<file path="src/core/bcs_pkg.sv">
// constants for the broadband collision and quality-test timing block
package bcs_pkg;
	// bit time and clock, in their own units
	localparam int CLK_NS        = 10;
	localparam int BIT_NS        = 100;
	localparam int CYC_PER_BIT   = BIT_NS / CLK_NS;
	localparam int CYC_HALF_BIT  = CYC_PER_BIT / 2;
	localparam int DIV_W         = 4;
	// counter width for bit-time counts
	localparam int CNT_W         = 10;
	// documented limits, in bit times
	localparam int TX_LAT_MAX_BT = 24;
	localparam int LCL_CE_MAX_BT = 32;
	localparam int SQE_DLY_BT    = 35;
	localparam int SQE_DLY_TOL   = 3;
	localparam int SQE_LEN_BT    = 30;
	localparam int SQE_LEN_TOL   = 1;
	localparam int RX_LAT_MAX_BT = 75;
	localparam int CE_RISE_MAX_BT = 34;
	localparam int CI_FIRST_MAX_BT = 27;
	localparam int CI_OFF_MAX_BT = 31;
	localparam int CI_MIN_BT     = 5;
	localparam int SQE_GAP_MIN_BT = 6;
	localparam int SQE_GAP_MAX_BT = 16;
	localparam int SQE_CI_BT     = 10;
	localparam int PRE_LOSS_MAX  = 6;
	localparam int POST_ONES     = 22;
	// working values chosen inside the limits
	localparam int TX_LAT_BT     = 8;
	localparam int RX_LAT_BT     = 16;
	localparam int CI_HOLD_BT    = 4;
	localparam int SQE_GAP_BT    = 11;
	localparam int CE_JAM_BT     = 64;
	localparam int CED_BT        = 576;
	// reset values
	localparam logic RST_LVL     = 1'b0;

	typedef enum logic [2:0] {
		BCS_TX_IDLE,
		BCS_TX_DATA,
		BCS_TX_POST,
		BCS_TX_SQE_WAIT,
		BCS_TX_SQE
	} bcs_tx_st_t;
endpackage

</file>
<file path="src/core/bcs_bit_timer.sv">
// bit-rate enable generator: start-of-bit and mid-bit pulses
`timescale 1ns/1ns
module bcs_bit_timer
	import bcs_pkg::*;
(
	input  wire logic clk,
	input  wire logic rst,
	output logic      bit_tick,
	output logic      half_tick
);
	logic [DIV_W-1:0] div_ff;

	// counter is cleared by reset and free-runs at the clock rate, wrapping once per bit time
	always_ff @(posedge clk) begin
		if (rst) begin
			div_ff <= '0;
		end else if (div_ff == DIV_W'(CYC_PER_BIT - 1)) begin
			div_ff <= '0;
		end else begin
			div_ff <= div_ff + 1'b1;
		end
	end

	assign bit_tick  = (div_ff == DIV_W'(CYC_PER_BIT - 1));
	assign half_tick = (div_ff == DIV_W'(CYC_HALF_BIT - 1));
endmodule // bcs_bit_timer

</file>
<file path="src/core/bcs_collision_sqe.sv">
// collision presence, quality-test and latency timing of the coax unit
// Summary of operation
// own quality-test burst seen on RF drives collision presence in time.
// no quality-test indication unless the burst is really seen on RF.
// collision presence on at first enforcement, held until RF activity ends.
// short own packet plus own burst: band energy is not a collision.
// receive packet equals transmit; at most one extra, six lost bits.
// receive circuit stays Manchester encoded even during collisions.
// transmit bit to RF phase change latency at most 24 bit times.
// carrier before transmit start: local collision, enforcement within 32.
// quality-test burst starts 35 plus or minus 3 after postamble start.
// quality-test burst lasts 30 plus or minus 1 bit times.
// start delimiter to receive circuit latency at most 75 bit times.
// comparison mismatch: enforcement rises within 34 bit times.
// comparison mismatch: first collision transition within 27 bit times.
// comparison collision: presence quiet within 31 after both bands idle.
// remote enforcement: first presence transition within 31 bit times.
// remote enforcement: presence at least 5, off within 31 after idle.
// enforcement after window or after own burst is a quality test.
// passing test: presence starts 6 to 16 after last receive transition.
// passing test: presence lasts 10 plus or minus 5 bit times.
// only the transmitting unit signals a passing quality test.
// enforcement inside the open window is a true collision.
// postamble is one zero then 22 ones, unscrambled, after data.
// window length is a parameter counted from data energy, flag shown.
// latency counters run at bit rate, reset, restart per packet.
`timescale 1ns/1ns
module bcs_collision_sqe
	import bcs_pkg::*;
#(
	parameter int TX_LAT = TX_LAT_BT,
	parameter int RX_LAT = RX_LAT_BT,
	parameter int CED_WINDOW = CED_BT,
	parameter int CE_JAM = CE_JAM_BT
) (
	input  wire logic clk,
	input  wire logic rst,
	input  wire logic do_active,
	input  wire logic do_bit,
	input  wire logic rx_valid,
	input  wire logic rx_bit,
	input  wire logic rf_data_det,
	input  wire logic rf_ce_det,
	input  wire logic cmp_mismatch,
	output logic      rf_tx_en,
	output logic      rf_tx_data,
	output logic      ce_tx_en,
	output logic      sqe_burst,
	output logic      end_delim_start,
	output logic      di_active,
	output logic      di_out,
	output logic      ci_active,
	output logic      ci_out,
	output logic      ced_open,
	output logic      collision
);
	logic                bit_tick;
	logic                half_tick;
	logic [TX_LAT-1:0]   tx_dly_bit_ff;
	logic [TX_LAT-1:0]   tx_dly_act_ff;
	logic [RX_LAT-1:0]   rx_dly_bit_ff;
	logic [RX_LAT-1:0]   rx_dly_val_ff;
	bcs_tx_st_t          tx_st_ff;
	logic [CNT_W-1:0]    tx_cnt_ff;
	logic                rf_tx_en_ff;
	logic                rf_tx_data_ff;
	logic                end_delim_ff;
	logic                sqe_sent_ff;
	logic                do_act_prev_ff;
	logic                ce_prev_ff;
	logic                data_prev_ff;
	logic [CNT_W-1:0]    ced_cnt_ff;
	logic                ced_open_ff;
	logic                coll_ff;
	logic [CNT_W-1:0]    jam_cnt_ff;
	logic                ci_coll_ff;
	logic [CNT_W-1:0]    ci_min_ff;
	logic [CNT_W-1:0]    ci_hold_ff;
	logic                sqe_pend_ff;
	logic                sqe_ci_ff;
	logic [CNT_W-1:0]    sqe_cnt_ff;
	logic                di_act_ff;
	logic                di_bit_ff;
	logic                di_out_ff;
	logic                ci_out_ff;
	logic                ce_rise;
	logic                tx_start;
	logic                lcl_coll;
	logic                is_sqe;
	logic                rf_busy;

	bcs_bit_timer bcs_bit_timer_inst (
		.clk       (clk),
		.rst       (rst),
		.bit_tick  (bit_tick),
		.half_tick (half_tick)
	);

	assign tx_start = do_active & ~do_act_prev_ff;
	assign ce_rise  = rf_ce_det & ~ce_prev_ff;
	assign rf_busy  = rf_data_det | rf_ce_det;
	// carrier already present as the station begins
	assign lcl_coll = tx_start & rf_data_det;
	// own burst sent, or window shut: energy is a quality test
	assign is_sqe   = ~ced_open_ff | sqe_sent_ff;

	always_ff @(posedge clk) begin
		if (rst) begin
			do_act_prev_ff <= RST_LVL;
			ce_prev_ff     <= RST_LVL;
			data_prev_ff   <= RST_LVL;
		end else begin
			do_act_prev_ff <= do_active;
			ce_prev_ff     <= rf_ce_det;
			data_prev_ff   <= rf_data_det;
		end
	end

	// fixed transmit latency well under the limit
	always_ff @(posedge clk) begin
		if (rst) begin
			tx_dly_bit_ff <= '0;
			tx_dly_act_ff <= '0;
		end else if (bit_tick) begin
			tx_dly_bit_ff <= {tx_dly_bit_ff[TX_LAT-2:0], do_bit};
			tx_dly_act_ff <= {tx_dly_act_ff[TX_LAT-2:0], do_active};
		end
	end

	// transmit framing: data, postamble, then the quality-test burst
	always_ff @(posedge clk) begin
		if (rst) begin
			tx_st_ff      <= BCS_TX_IDLE;
			tx_cnt_ff     <= '0;
			rf_tx_en_ff   <= 1'b0;
			rf_tx_data_ff <= 1'b1;
			end_delim_ff  <= 1'b0;
			sqe_sent_ff   <= 1'b0;
		end else begin
			end_delim_ff <= 1'b0;
			if (tx_start | (rf_data_det & ~data_prev_ff)) begin
				sqe_sent_ff <= 1'b0;
			end
			if (bit_tick) begin
				case (tx_st_ff)
				BCS_TX_IDLE: begin
					rf_tx_en_ff <= 1'b0;
					if (tx_dly_act_ff[TX_LAT-1]) begin
						tx_st_ff      <= BCS_TX_DATA;
						rf_tx_en_ff   <= 1'b1;
						rf_tx_data_ff <= tx_dly_bit_ff[TX_LAT-1];
					end
				end
				BCS_TX_DATA: begin
					if (tx_dly_act_ff[TX_LAT-1]) begin
						rf_tx_data_ff <= tx_dly_bit_ff[TX_LAT-1];
					end else begin
						// zero opens the postamble
						tx_st_ff      <= BCS_TX_POST;
						tx_cnt_ff     <= '0;
						rf_tx_data_ff <= 1'b0;
						end_delim_ff  <= 1'b1;
					end
				end
				BCS_TX_POST: begin
					tx_cnt_ff     <= tx_cnt_ff + 1'b1;
					rf_tx_data_ff <= 1'b1;
					if (tx_cnt_ff == CNT_W'(POST_ONES)) begin
						rf_tx_en_ff <= 1'b0;
						tx_st_ff    <= BCS_TX_SQE_WAIT;
					end
				end
				BCS_TX_SQE_WAIT: begin
					tx_cnt_ff <= tx_cnt_ff + 1'b1;
					// burst timed from postamble start
					if (coll_ff) begin
						tx_st_ff <= BCS_TX_IDLE;
					end else if (tx_cnt_ff == CNT_W'(SQE_DLY_BT - 1)) begin
						tx_st_ff    <= BCS_TX_SQE;
						sqe_sent_ff <= 1'b1;
					end
				end
				BCS_TX_SQE: begin
					tx_cnt_ff <= tx_cnt_ff + 1'b1;
					// burst length
					if (tx_cnt_ff == CNT_W'(SQE_DLY_BT + SQE_LEN_BT - 1)) begin
						tx_st_ff <= BCS_TX_IDLE;
					end
				end
				default: begin
					tx_st_ff <= BCS_TX_IDLE;
				end
				endcase
			end
		end
	end

	// window restarts with each packet's first data-band energy
	always_ff @(posedge clk) begin
		if (rst) begin
			ced_cnt_ff  <= '0;
			ced_open_ff <= 1'b0;
		end else if (rf_data_det & ~data_prev_ff) begin
			ced_cnt_ff  <= '0;
			ced_open_ff <= 1'b1;
		end else if (bit_tick & ced_open_ff) begin
			ced_cnt_ff <= ced_cnt_ff + 1'b1;
			if (ced_cnt_ff == CNT_W'(CED_WINDOW - 1)) begin
				ced_open_ff <= 1'b0;
			end
		end
	end

	// collision and enforcement jam; immediate start keeps R12 margin
	always_ff @(posedge clk) begin
		if (rst) begin
			coll_ff    <= 1'b0;
			jam_cnt_ff <= '0;
		end else begin
			if (lcl_coll | (cmp_mismatch & do_active)) begin
				coll_ff    <= 1'b1;
				jam_cnt_ff <= CNT_W'(CE_JAM);
			end else if (ce_rise & ~is_sqe) begin
				coll_ff <= 1'b1;
			end else if (tx_start) begin
				coll_ff <= 1'b0;
			end else if (bit_tick & (jam_cnt_ff != '0)) begin
				jam_cnt_ff <= jam_cnt_ff - 1'b1;
			end
		end
	end

	// presence for collisions: on at once, minimum hold, trailing hold
	always_ff @(posedge clk) begin
		if (rst) begin
			ci_coll_ff <= 1'b0;
			ci_min_ff  <= '0;
			ci_hold_ff <= '0;
		end else if (lcl_coll | (cmp_mismatch & do_active) |
			(ce_rise & ~is_sqe)) begin
			ci_coll_ff <= 1'b1;
			ci_min_ff  <= CNT_W'(CI_MIN_BT);
			ci_hold_ff <= CNT_W'(CI_HOLD_BT);
		end else if (bit_tick & ci_coll_ff) begin
			if (ci_min_ff != '0) begin
				ci_min_ff <= ci_min_ff - 1'b1;
			end
			if (rf_busy | (jam_cnt_ff != '0)) begin
				ci_hold_ff <= CNT_W'(CI_HOLD_BT);
			end else if (ci_hold_ff != '0) begin
				ci_hold_ff <= ci_hold_ff - 1'b1;
			end else if (ci_min_ff == '0) begin
				ci_coll_ff <= 1'b0;
			end
		end
	end

	// quality-test presence: only the sender, only on energy really seen
	always_ff @(posedge clk) begin
		if (rst) begin
			sqe_pend_ff <= 1'b0;
			sqe_ci_ff   <= 1'b0;
			sqe_cnt_ff  <= '0;
		end else if (ce_rise & is_sqe & sqe_sent_ff & ~coll_ff) begin
			sqe_pend_ff <= 1'b1;
			sqe_cnt_ff  <= '0;
		end else if (tx_start) begin
			sqe_pend_ff <= 1'b0;
			sqe_ci_ff   <= 1'b0;
		end else if (bit_tick) begin
			if (sqe_pend_ff & ~di_act_ff) begin
				sqe_cnt_ff <= sqe_cnt_ff + 1'b1;
				// gap after the last receive transition
				if (sqe_cnt_ff == CNT_W'(SQE_GAP_BT - 1)) begin
					sqe_pend_ff <= 1'b0;
					sqe_ci_ff   <= 1'b1;
					sqe_cnt_ff  <= '0;
				end
			end else if (sqe_pend_ff) begin
				sqe_cnt_ff <= '0;
			end else if (sqe_ci_ff) begin
				sqe_cnt_ff <= sqe_cnt_ff + 1'b1;
				if (sqe_cnt_ff == CNT_W'(SQE_CI_BT - 1)) begin
					sqe_ci_ff <= 1'b0;
				end
			end
		end
	end

	// receive path: fixed delay, bits passed unchanged
	always_ff @(posedge clk) begin
		if (rst) begin
			rx_dly_bit_ff <= '0;
			rx_dly_val_ff <= '0;
			di_act_ff     <= 1'b0;
			di_bit_ff     <= 1'b1;
		end else if (bit_tick) begin
			rx_dly_bit_ff <= {rx_dly_bit_ff[RX_LAT-2:0], rx_bit};
			rx_dly_val_ff <= {rx_dly_val_ff[RX_LAT-2:0], rx_valid};
			di_act_ff     <= rx_dly_val_ff[RX_LAT-1];
			di_bit_ff     <= rx_dly_bit_ff[RX_LAT-1];
		end
	end

	// manchester coding whatever the data; idle after the frame
	always_ff @(posedge clk) begin
		if (rst) begin
			di_out_ff <= 1'b0;
		end else if (~di_act_ff) begin
			di_out_ff <= 1'b0;
		end else if (bit_tick) begin
			di_out_ff <= ~rx_dly_bit_ff[RX_LAT-1];
		end else if (half_tick) begin
			di_out_ff <= di_bit_ff;
		end
	end

	// presence toggles every half bit; first edge within one bit of cause
	always_ff @(posedge clk) begin
		if (rst) begin
			ci_out_ff <= 1'b0;
		end else if (~(ci_coll_ff | sqe_ci_ff)) begin
			ci_out_ff <= 1'b0;
		end else if (bit_tick | half_tick) begin
			ci_out_ff <= ~ci_out_ff;
		end
	end

	assign rf_tx_en        = rf_tx_en_ff;
	assign rf_tx_data      = rf_tx_data_ff;
	assign sqe_burst       = (tx_st_ff == BCS_TX_SQE);
	assign ce_tx_en        = sqe_burst | (jam_cnt_ff != '0);
	assign end_delim_start = end_delim_ff;
	assign di_active       = di_act_ff;
	assign di_out          = di_out_ff;
	assign ci_active       = ci_coll_ff | sqe_ci_ff;
	assign ci_out          = ci_out_ff;
	assign ced_open        = ced_open_ff;
	assign collision       = coll_ff;
endmodule // bcs_collision_sqe

</file>
<file path="config.mk">
export PLATFORM = sky130hd
export DESIGN_NAME = bcs_collision_sqe
export DESIGN_NICKNAME = d
export VERILOG_FILES = /design/src/core/bcs_pkg.sv /design/src/core/bcs_bit_timer.sv /design/src/core/bcs_collision_sqe.sv
export SDC_FILE = /design/constraint.sdc
export NUM_CORES = 1
export LEC_CHECK = 0
export BUFFER_PORTS_ARGS = -buffer_cell sky130_fd_sc_hd__buf_2
export CAP_MARGIN = 20
export CORE_ASPECT_RATIO = 0.5
export CORE_MARGIN = 3
export CORE_UTILIZATION = 23
export CTS_BUF_LIST = sky130_fd_sc_hd__clkbuf_16
export CTS_CLUSTER_DIAMETER = 40
export DETAILED_ROUTE_END_ITERATION = 8
export GPL_ROUTABILITY_DRIVEN = 0
export GPL_TIMING_DRIVEN = 0
export PLACE_DENSITY_LB_ADDON = 0.15
export SYNTH_ARGS = -nofsm -noshare
export SYNTH_HDL_FRONTEND = slang
export SYNTH_HIERARCHICAL = 1
export SYNTH_SLANG_ARGS = --single-unit
</file>
<file path="constraint.sdc">
create_clock -name clk -period 2.1 [get_ports clk]
set_clock_uncertainty 0.15 [all_clocks]
set_input_delay 0.105 -clock clk [delete_from_list [all_inputs] [get_ports clk]]
set_output_delay 0.105 -clock clk [all_outputs]
set_load 0.01 [all_outputs]
</file>
==> results of run 1 <==
-- path summary, 6_finish.rpt --
| check | from | endpoint | slack, ns | cells after the start |
|---|---|---|---|---|
| worst max-delay path | bcs_bit_timer_inst/div_ff[1]$_SDFF_PP0_ | rf_tx_data$_SDFFE_PP1P_ | 0.06 | 12 |
| worst min register to register | bcs_bit_timer_inst/div_ff[0]$_SDFF_PP0_ | bcs_bit_timer_inst/div_ff[0]$_SDFF_PP0_ | 0.32 | 1 |
| worst min-delay path | do_bit | tx_dly_bit_ff[0]$_SDFFE_PP0P_ | 0.31 | 4 |
| worst max register to register | bcs_bit_timer_inst/div_ff[1]$_SDFF_PP0_ | rf_tx_data$_SDFFE_PP1P_ | 0.06 | 12 |
-- registers in the layout (all words and copies together), names as in the netlist, 3 cells and up --
signal and count:
rx_dly_val_ff 16, tx_st_ff 3, ced_cnt_ff 10, tx_dly_act_ff 8, tx_cnt_ff 10, tx_dly_bit_ff 8, bcs_bit_timer_inst/div_ff 4, ci_hold_ff 10
ci_min_ff 10, rx_dly_bit_ff 16, sqe_cnt_ff 10, jam_cnt_ff 10
-- cells in the mapped netlist, drive strengths merged, types with 2 or more instances --
library cell	instances
o21ai	18
o2111ai	5
o211ai	3
inv	17
nor2	118
and4	4
or2	3
a31oi	8
nand4	8
nand3	23
nor3	16
nor4	6
and3	8
xnor2	10
o31ai	6
buf	11
or4	9
ha	13
clkbuf	13
nor4bb	2
nand3b	2
nor2b	10
a21oi	28
nand4bb	4
dfxtp	131
a211oi	3
nor4b	5
nor3b	7
mux2i	54
mux2	2
nand2b	9
or3	9
o32ai	2
and2	2
xor2	31
nand2	25
-- through the flow --
step                util [%]  setup WS, ns  area, um^2
floorplan                  -       0.00433        5810
global placement        25.9        -0.916        6330
detailed placement      25.9        -0.919        6330
CTS                     29.9       -0.0119        7300
global route            30.6       -0.0711        7480
finish                  30.6        0.0631        7480
-- layout make-up --
class                           count  area, um^2
Fill cell                        2603       16900
Sequential cell                   131        2630
Timing Repair Buffer               51         383
Multi-Input combinational cell    462        3220
Inverter                           17        67.6
Clock buffer                       17         425
Tap cell                          336         420
Buffer                             24         185
Clock inverter                     14         148
-- cell usage in the layout, fill, tap and decap left out, types with 5 or more instances in the layout --
cell type / n
a21oi_1: 24
buf_4: 21
clkbuf_16: 18
clkbuf_1: 12
or4_1: 9
nor2b_1: 10
buf_2: 21
mux2i_1: 53
o21ai_0: 11
and3_1: 6
nor3_1: 13
or3_1: 7
nand3_1: 23
nand2_1: 23
nor2_1: 116
nor3b_1: 5
inv_1: 16
buf_6: 7
nand4_1: 8
xor2_1: 31
dfxtp_1: 126
a31oi_1: 8
o31ai_1: 6
nand2b_1: 8
xnor2_1: 10
ha_1: 11
dlygate4sd3_1: 8
-- cells by family after synthesis --
kind of cell | count (synthesis) | share of synthesized area, %
and+or+nand+nor | 274 | 24.9
DFF | 131 | 45.2
AOI/OAI and AO/OA | 78 | 8.40
muxes | 56 | 9.69
xor gates and xnor gates | 41 | 6.18
buffers and inverters | 41 | 2.84
adders and majority gates | 13 | 2.80
-- routing by layer --
layer / vias to the layer above / routed length [um]
met1: 2163 / 6970
met5: - / 0
met4: 0 / 153
met3: 10 / 361
met2: 26 / 6010
li1: 2366 / -
-- report_power, final --
part           switching [W]  internal [W]
registers          0.0000315       0.00251
logic               0.000173      0.000105
clock network        0.00109       0.00183
total                0.00130       0.00444
-- what timing repair did --
item                                    CTS  global route
hold buffers                              7             1
resized for setup                        48            33
setup buffers                            14             9
gates cloned                              1             0
endpoints found under the setup margin  120           105
pin swaps                                 6            15
endpoints found under the hold margin    14             1
-- tightest hold or removal path, stage by stage --
cell,delay [ns]
dlygate4sd3_1,0.51
buf_2,0.09
mux2i_1,0.05
nor2_1,0.07
==> impl_metrics.json, run 1 <==
{
  "run_status": "completed",
  "io_buffers": 19,
  "ys_ff_latch": 131,
  "coreArea_um2": 24400,
  "critPathKind": "flop to flop",
  "slew_viol_final": 0,
  "io_pins": 20,
  "via_count": 4565,
  "top_usage_layer": "met2",
  "clock-sinks": 131,
  "cp_cell_sequence": "inv_2, ha_4, nand2_4, nor2_4, buf_6, buf_16, clkbuf_16, nand2b_4, a21oi_1, o31ai_1, a21oi_1, o21ai_0",
  "synth_edf_count": 0,
  "hold_ws_ns": 0.307,
  "drtIter0Drc": 170,
  "fin_crit_sh_pct": 97.0,
  "num_rows": 40,
  "post-dp-hpwl_um": 9060,
  "antenna_cells": 0,
  "crit_path_end_kind": "flop",
  "firstDrtPassIters": 4,
  "tightest_slew_ns": 0.749,
  "crit_required_ns": 2.25,
  "p_leak_nw": 2.67,
  "die_h_um": 118,
  "ys_seq_area_share_pct": 45.2,
  "rsz0062_at_grt": "yes",
  "tns_ns": 0,
  "slowest_stage": "dfxtp_2",
  "grt_pass1_vias": 4553,
  "yosys-top-cells-area": "dfxtp_1, mux2i_1, nor2_1",
  "clk_latency_ns": 0.42,
  "fmax_mhz": 491,
  "area_delta_synth_final_pct": 28.9,
  "ant_nets": 0,
  "syn-num-nets": 656,
  "grt_remaining_overflow": 0,
  "met1_usage_pct": 13.6,
  "power.density_nw_per_um2": 767,
  "power_w": 0.00574,
  "worst-path-max-fanout": 10,
  "cp_top_family": "buffers and inverters",
  "maxCapViolCount": 0,
  "drc": 0,
  "slew-limit-headroom_pct": 49.4,
  "grt_pass1_wl_um": 23000,
  "clk_path_buf_depth": 2,
  "postSynthCellCount": 634,
  "synth_area_um2": 5810,
  "start_util_pct": 23.8,
  "numCtsBuffers": 17,
  "viasPerCell": 4.34,
  "crit_top_cell": "a21oi_1",
  "final_cell_count_no_fill": 1052,
  "setup_violations": 0,
  "max-vdd-ir-drop_mv": 0.419,
  "path_clk_slew_ns": 0.06,
  "cts_tree": "built",
  "min_path_type": "input pin to flop",
  "yosysWarnings": 6,
  "synth_top_cell_by_area": "dfxtp_1",
  "nets": 726,
  "dieWidth_um": 231,
  "async_flop_share_pct": 0,
  "dp.cells": 989,
  "drive_gt1_share_pct": 18.2,
  "crit_path_start_kind": "flop",
  "die_area_um2": 27300,
  "grtUsageMet3_pct": 3.11,
  "antenna_found_initial": 0,
  "cp_slowest_stage_delay_ns": 0.33,
  "synthDistinctLibCells": 58,
  "wl_per_cell_um": 12.8,
  "finalHoldViolCount": 0,
  "synth.top_cell.area_share_pct": 45.2,
  "gr-usage-all-layers_pct": 10.4,
  "period_needed_ns": 2.04,
  "root_buffer": "clkbuf_16",
  "arrival_ns": 2.19,
  "grtUsageMet2_pct": 16.4,
  "postRouteWirelength_um": 13500,
  "htree_levels": 4,
  "grt_max_degree": 17,
  "avgSynthCellArea_um2": 9.16,
  "crit_buf_inv": 4,
  "ys_dominant_reg_cell": "dfxtp_1"
}
Power figures use the tool's default switching activity.
==> run 2, diff against run 1 <==
SETUP_SLACK_MARGIN = 0.15   (was default)
==> run 2 against run 1 <==
Against the previous run: fmax fell by 1.6%; register-to-register slack got worse by 0.03 ns; final cell count is 2.9% higher; sequential cell count unchanged; via count up 2.2%; critical path depth down 2; global-route usage about the same; critical path type unchanged; critical endpoint is now sqe_cnt_ff[1]$_SDFFE_PP0P_; highest routed layer unchanged.
==> impl_metrics.json, run 2 (synthesis gave the netlist of run 1 again) <==
{
  "antenna_cells": 0,
  "r2r-start": "bcs_bit_timer_inst/div_ff[1]$_SDFF_PP0_",
  "drtIter0Drc": 150,
  "io_pins": 20,
  "coreArea_um2": 24400,
  "crit_required_ns": 2.23,
  "finalHoldViolCount": 0,
  "htree_levels": 4,
  "arrival_ns": 2.20,
  "slew-limit-headroom_pct": 40.3,
  "nets": 756,
  "grt_pass1_vias": 4601,
  "final_cell_mix": "dfxtp_1, nor2_1, mux2i_1",
  "p_leak_nw": 2.93,
  "area_delta_synth_final_pct": 42.4,
  "run_status": "completed",
  "hold-path-endpoint": "rx_dly_bit_ff[0]$_SDFFE_PP0P_",
  "design_area_um2": 8270,
  "period_needed_ns": 2.07,
  "worstReg2RegEnd": "sqe_cnt_ff[1]$_SDFFE_PP0P_",
  "n_fill_cell": 2545,
  "dp_slack_ns": -0.478,
  "worst-path-max-fanout": 5,
  "numCtsBuffers": 17,
  "fin_crit_sh_pct": 98.6,
  "rsz0062_at_grt": "yes",
  "critPathKind": "flop to flop",
  "viasPerCell": 4.31,
  "die_area_um2": 27300,
  "maxCapViolCount": 0,
  "crit_path_start_kind": "flop",
  "finalWorstSetupSlack_ns": 0.0297,
  "min_path_type": "input pin to flop",
  "firstDrtPassIters": 4,
  "via_count": 4665,
  "wl_per_cell_um": 13.1,
  "holdCritStartpoint": "rx_bit",
  "grt_max_degree": 17,
  "clk_path_buf_depth": 2,
  "grt_remaining_overflow": 0,
  "power.density_nw_per_um2": 697,
  "drc": 0,
  "post-dp-hpwl_um": 8870,
  "postRouteWirelength_um": 14100,
  "path_clk_slew_ns": 0.06,
  "root_buffer": "clkbuf_16",
  "start_util_pct": 23.8,
  "tightest_slew_ns": 0.883,
  "max-vdd-ir-drop_mv": 0.488,
  "ant_nets": 0,
  "final_common_cell": "dfxtp_1",
  "cts_tree": "built",
  "io_buffers": 19,
  "crit_path_end_kind": "flop",
  "rrSetupSlack_ns": 0.03,
  "dieWidth_um": 231,
  "clk_latency_ns": 0.42,
  "post_dp_cell_area_um2": 6350,
  "setup_violations": 0,
  "fmax_mhz": 483,
  "num_rows": 40,
  "die_h_um": 118,
  "gr-usage-all-layers_pct": 10.4,
  "r2r_cells": 10,
  "holdPathStages": 4,
  "antenna_found_initial": 0,
  "clock-sinks": 131,
  "largestRegisters": "rx_dly_bit_ff (16), rx_dly_val_ff (16)",
  "drive_gt1_share_pct": 29.1,
  "grt_pass1_wl_um": 23000,
  "slew_viol_final": 0
}
==> run 2: cell types whose count changed in the layout (fill, tap and decap cells not counted), sizes merged <==
cell,delta
bufinv,-1
clkinv,-1
clkbuf,+2
buf,+28
clkinvlp,+2
==> run 2: worst max-delay path by stage <==
| stage | end | cells after the start | slack, ns | start |
|---|---|---|---|---|
| 2_1_floorplan | ci_min_ff[9]$_SDFFE_PP0P_ | 9 | 0.15 | bcs_bit_timer_inst/div_ff[0]$_SDFF_PP0_ |
| 3_3_place_gp | sqe_cnt_ff[4]$_SDFFE_PP0P_ | 8 | -0.45 | bcs_bit_timer_inst/div_ff[0]$_SDFF_PP0_ |
| 3_5_place_dp | tx_cnt_ff[1]$_SDFFE_PP0P_ | 8 | -0.48 | bcs_bit_timer_inst/div_ff[0]$_SDFF_PP0_ |
| 4_1_cts | ci_min_ff[8]$_SDFFE_PP0P_ | 10 | 0.05 | bcs_bit_timer_inst/div_ff[1]$_SDFF_PP0_ |
| 5_1_grt | sqe_cnt_ff[0]$_SDFFE_PP0P_ | 12 | -0.07 | bcs_bit_timer_inst/div_ff[1]$_SDFF_PP0_ |
| 6_report | sqe_cnt_ff[1]$_SDFFE_PP0P_ | 10 | 0.03 | bcs_bit_timer_inst/div_ff[1]$_SDFF_PP0_ |
==> run 2: final cells by class <==
cell class / instances / area, um^2 / area share (%)
repair buffers: 81 / 762 / 9.21
clock buffers: 17 / 425 / 5.14
inverters: 17 / 67.6 / 0.817
flip-flops and latches: 131 / 2640 / 31.9
well taps: 336 / 420 / 5.08
clock inverters: 14 / 141 / 1.71
plain buffers: 24 / 210 / 2.54
multi-input cells: 462 / 3610 / 43.6
==> run 2: per-layer routing <==
metal / up-vias / global-route usage, % / share of wire [%]
li1: 2434 / - / -
met1: 2189 / 13.4 / 49
met2: 31 / 16.4 / 47
met3: 11 / 3.66 / 2.7
met4: 0 / 3.32 / 1.0
met5: - / 0 / 0
==> run 2: timing repair <==
action	in CTS	in global routing
hold buffers	8	0
setup buffers	31	18
gates cloned	2	3
pin swaps	20	44
endpoints found under the hold margin	15	0
endpoints found under the setup margin	121	116
resized for setup	76	106
==> run 2: critical path: stages, from the launching register on <==
cell	delay, ns
dfxtp_2	0.32
inv_2	0.07
ha_4	0.15
nand2_4	0.05
nor2_4	0.15
buf_6	0.13
buf_8	0.12
clkinvlp_4	0.16
or3_4	0.39
a22oi_2	0.18
nor3_2	0.05
==> run 2: stage by stage <==
| step | setup TNS [ns] | utilization (%) | std cells | power [W] | hold slack [ns] |
|---|---|---|---|---|---|
| after floorplan | 0 | - | 634 | 0.00275 | 0.0244 |
| after global placement | -31.02 | 26.0 | 989 | 0.00283 | 0.193 |
| after detailed placement | -31.64 | 26.0 | 989 | 0.00283 | 0.208 |
| after CTS | 0 | 31.2 | 1061 | 0.00582 | 0.292 |
| after global routing | -0.686 | 33.9 | 1082 | 0.00601 | 0.348 |
| final | 0 | 33.9 | 1082 | 0.00576 | 0.310 |
==> run 2: power by group <==
group          total [W]  internal (W)  switching, W
Sequential       0.00254       0.00251     0.0000300
Combinational   0.000346      0.000136      0.000209
Clock            0.00288       0.00173       0.00115
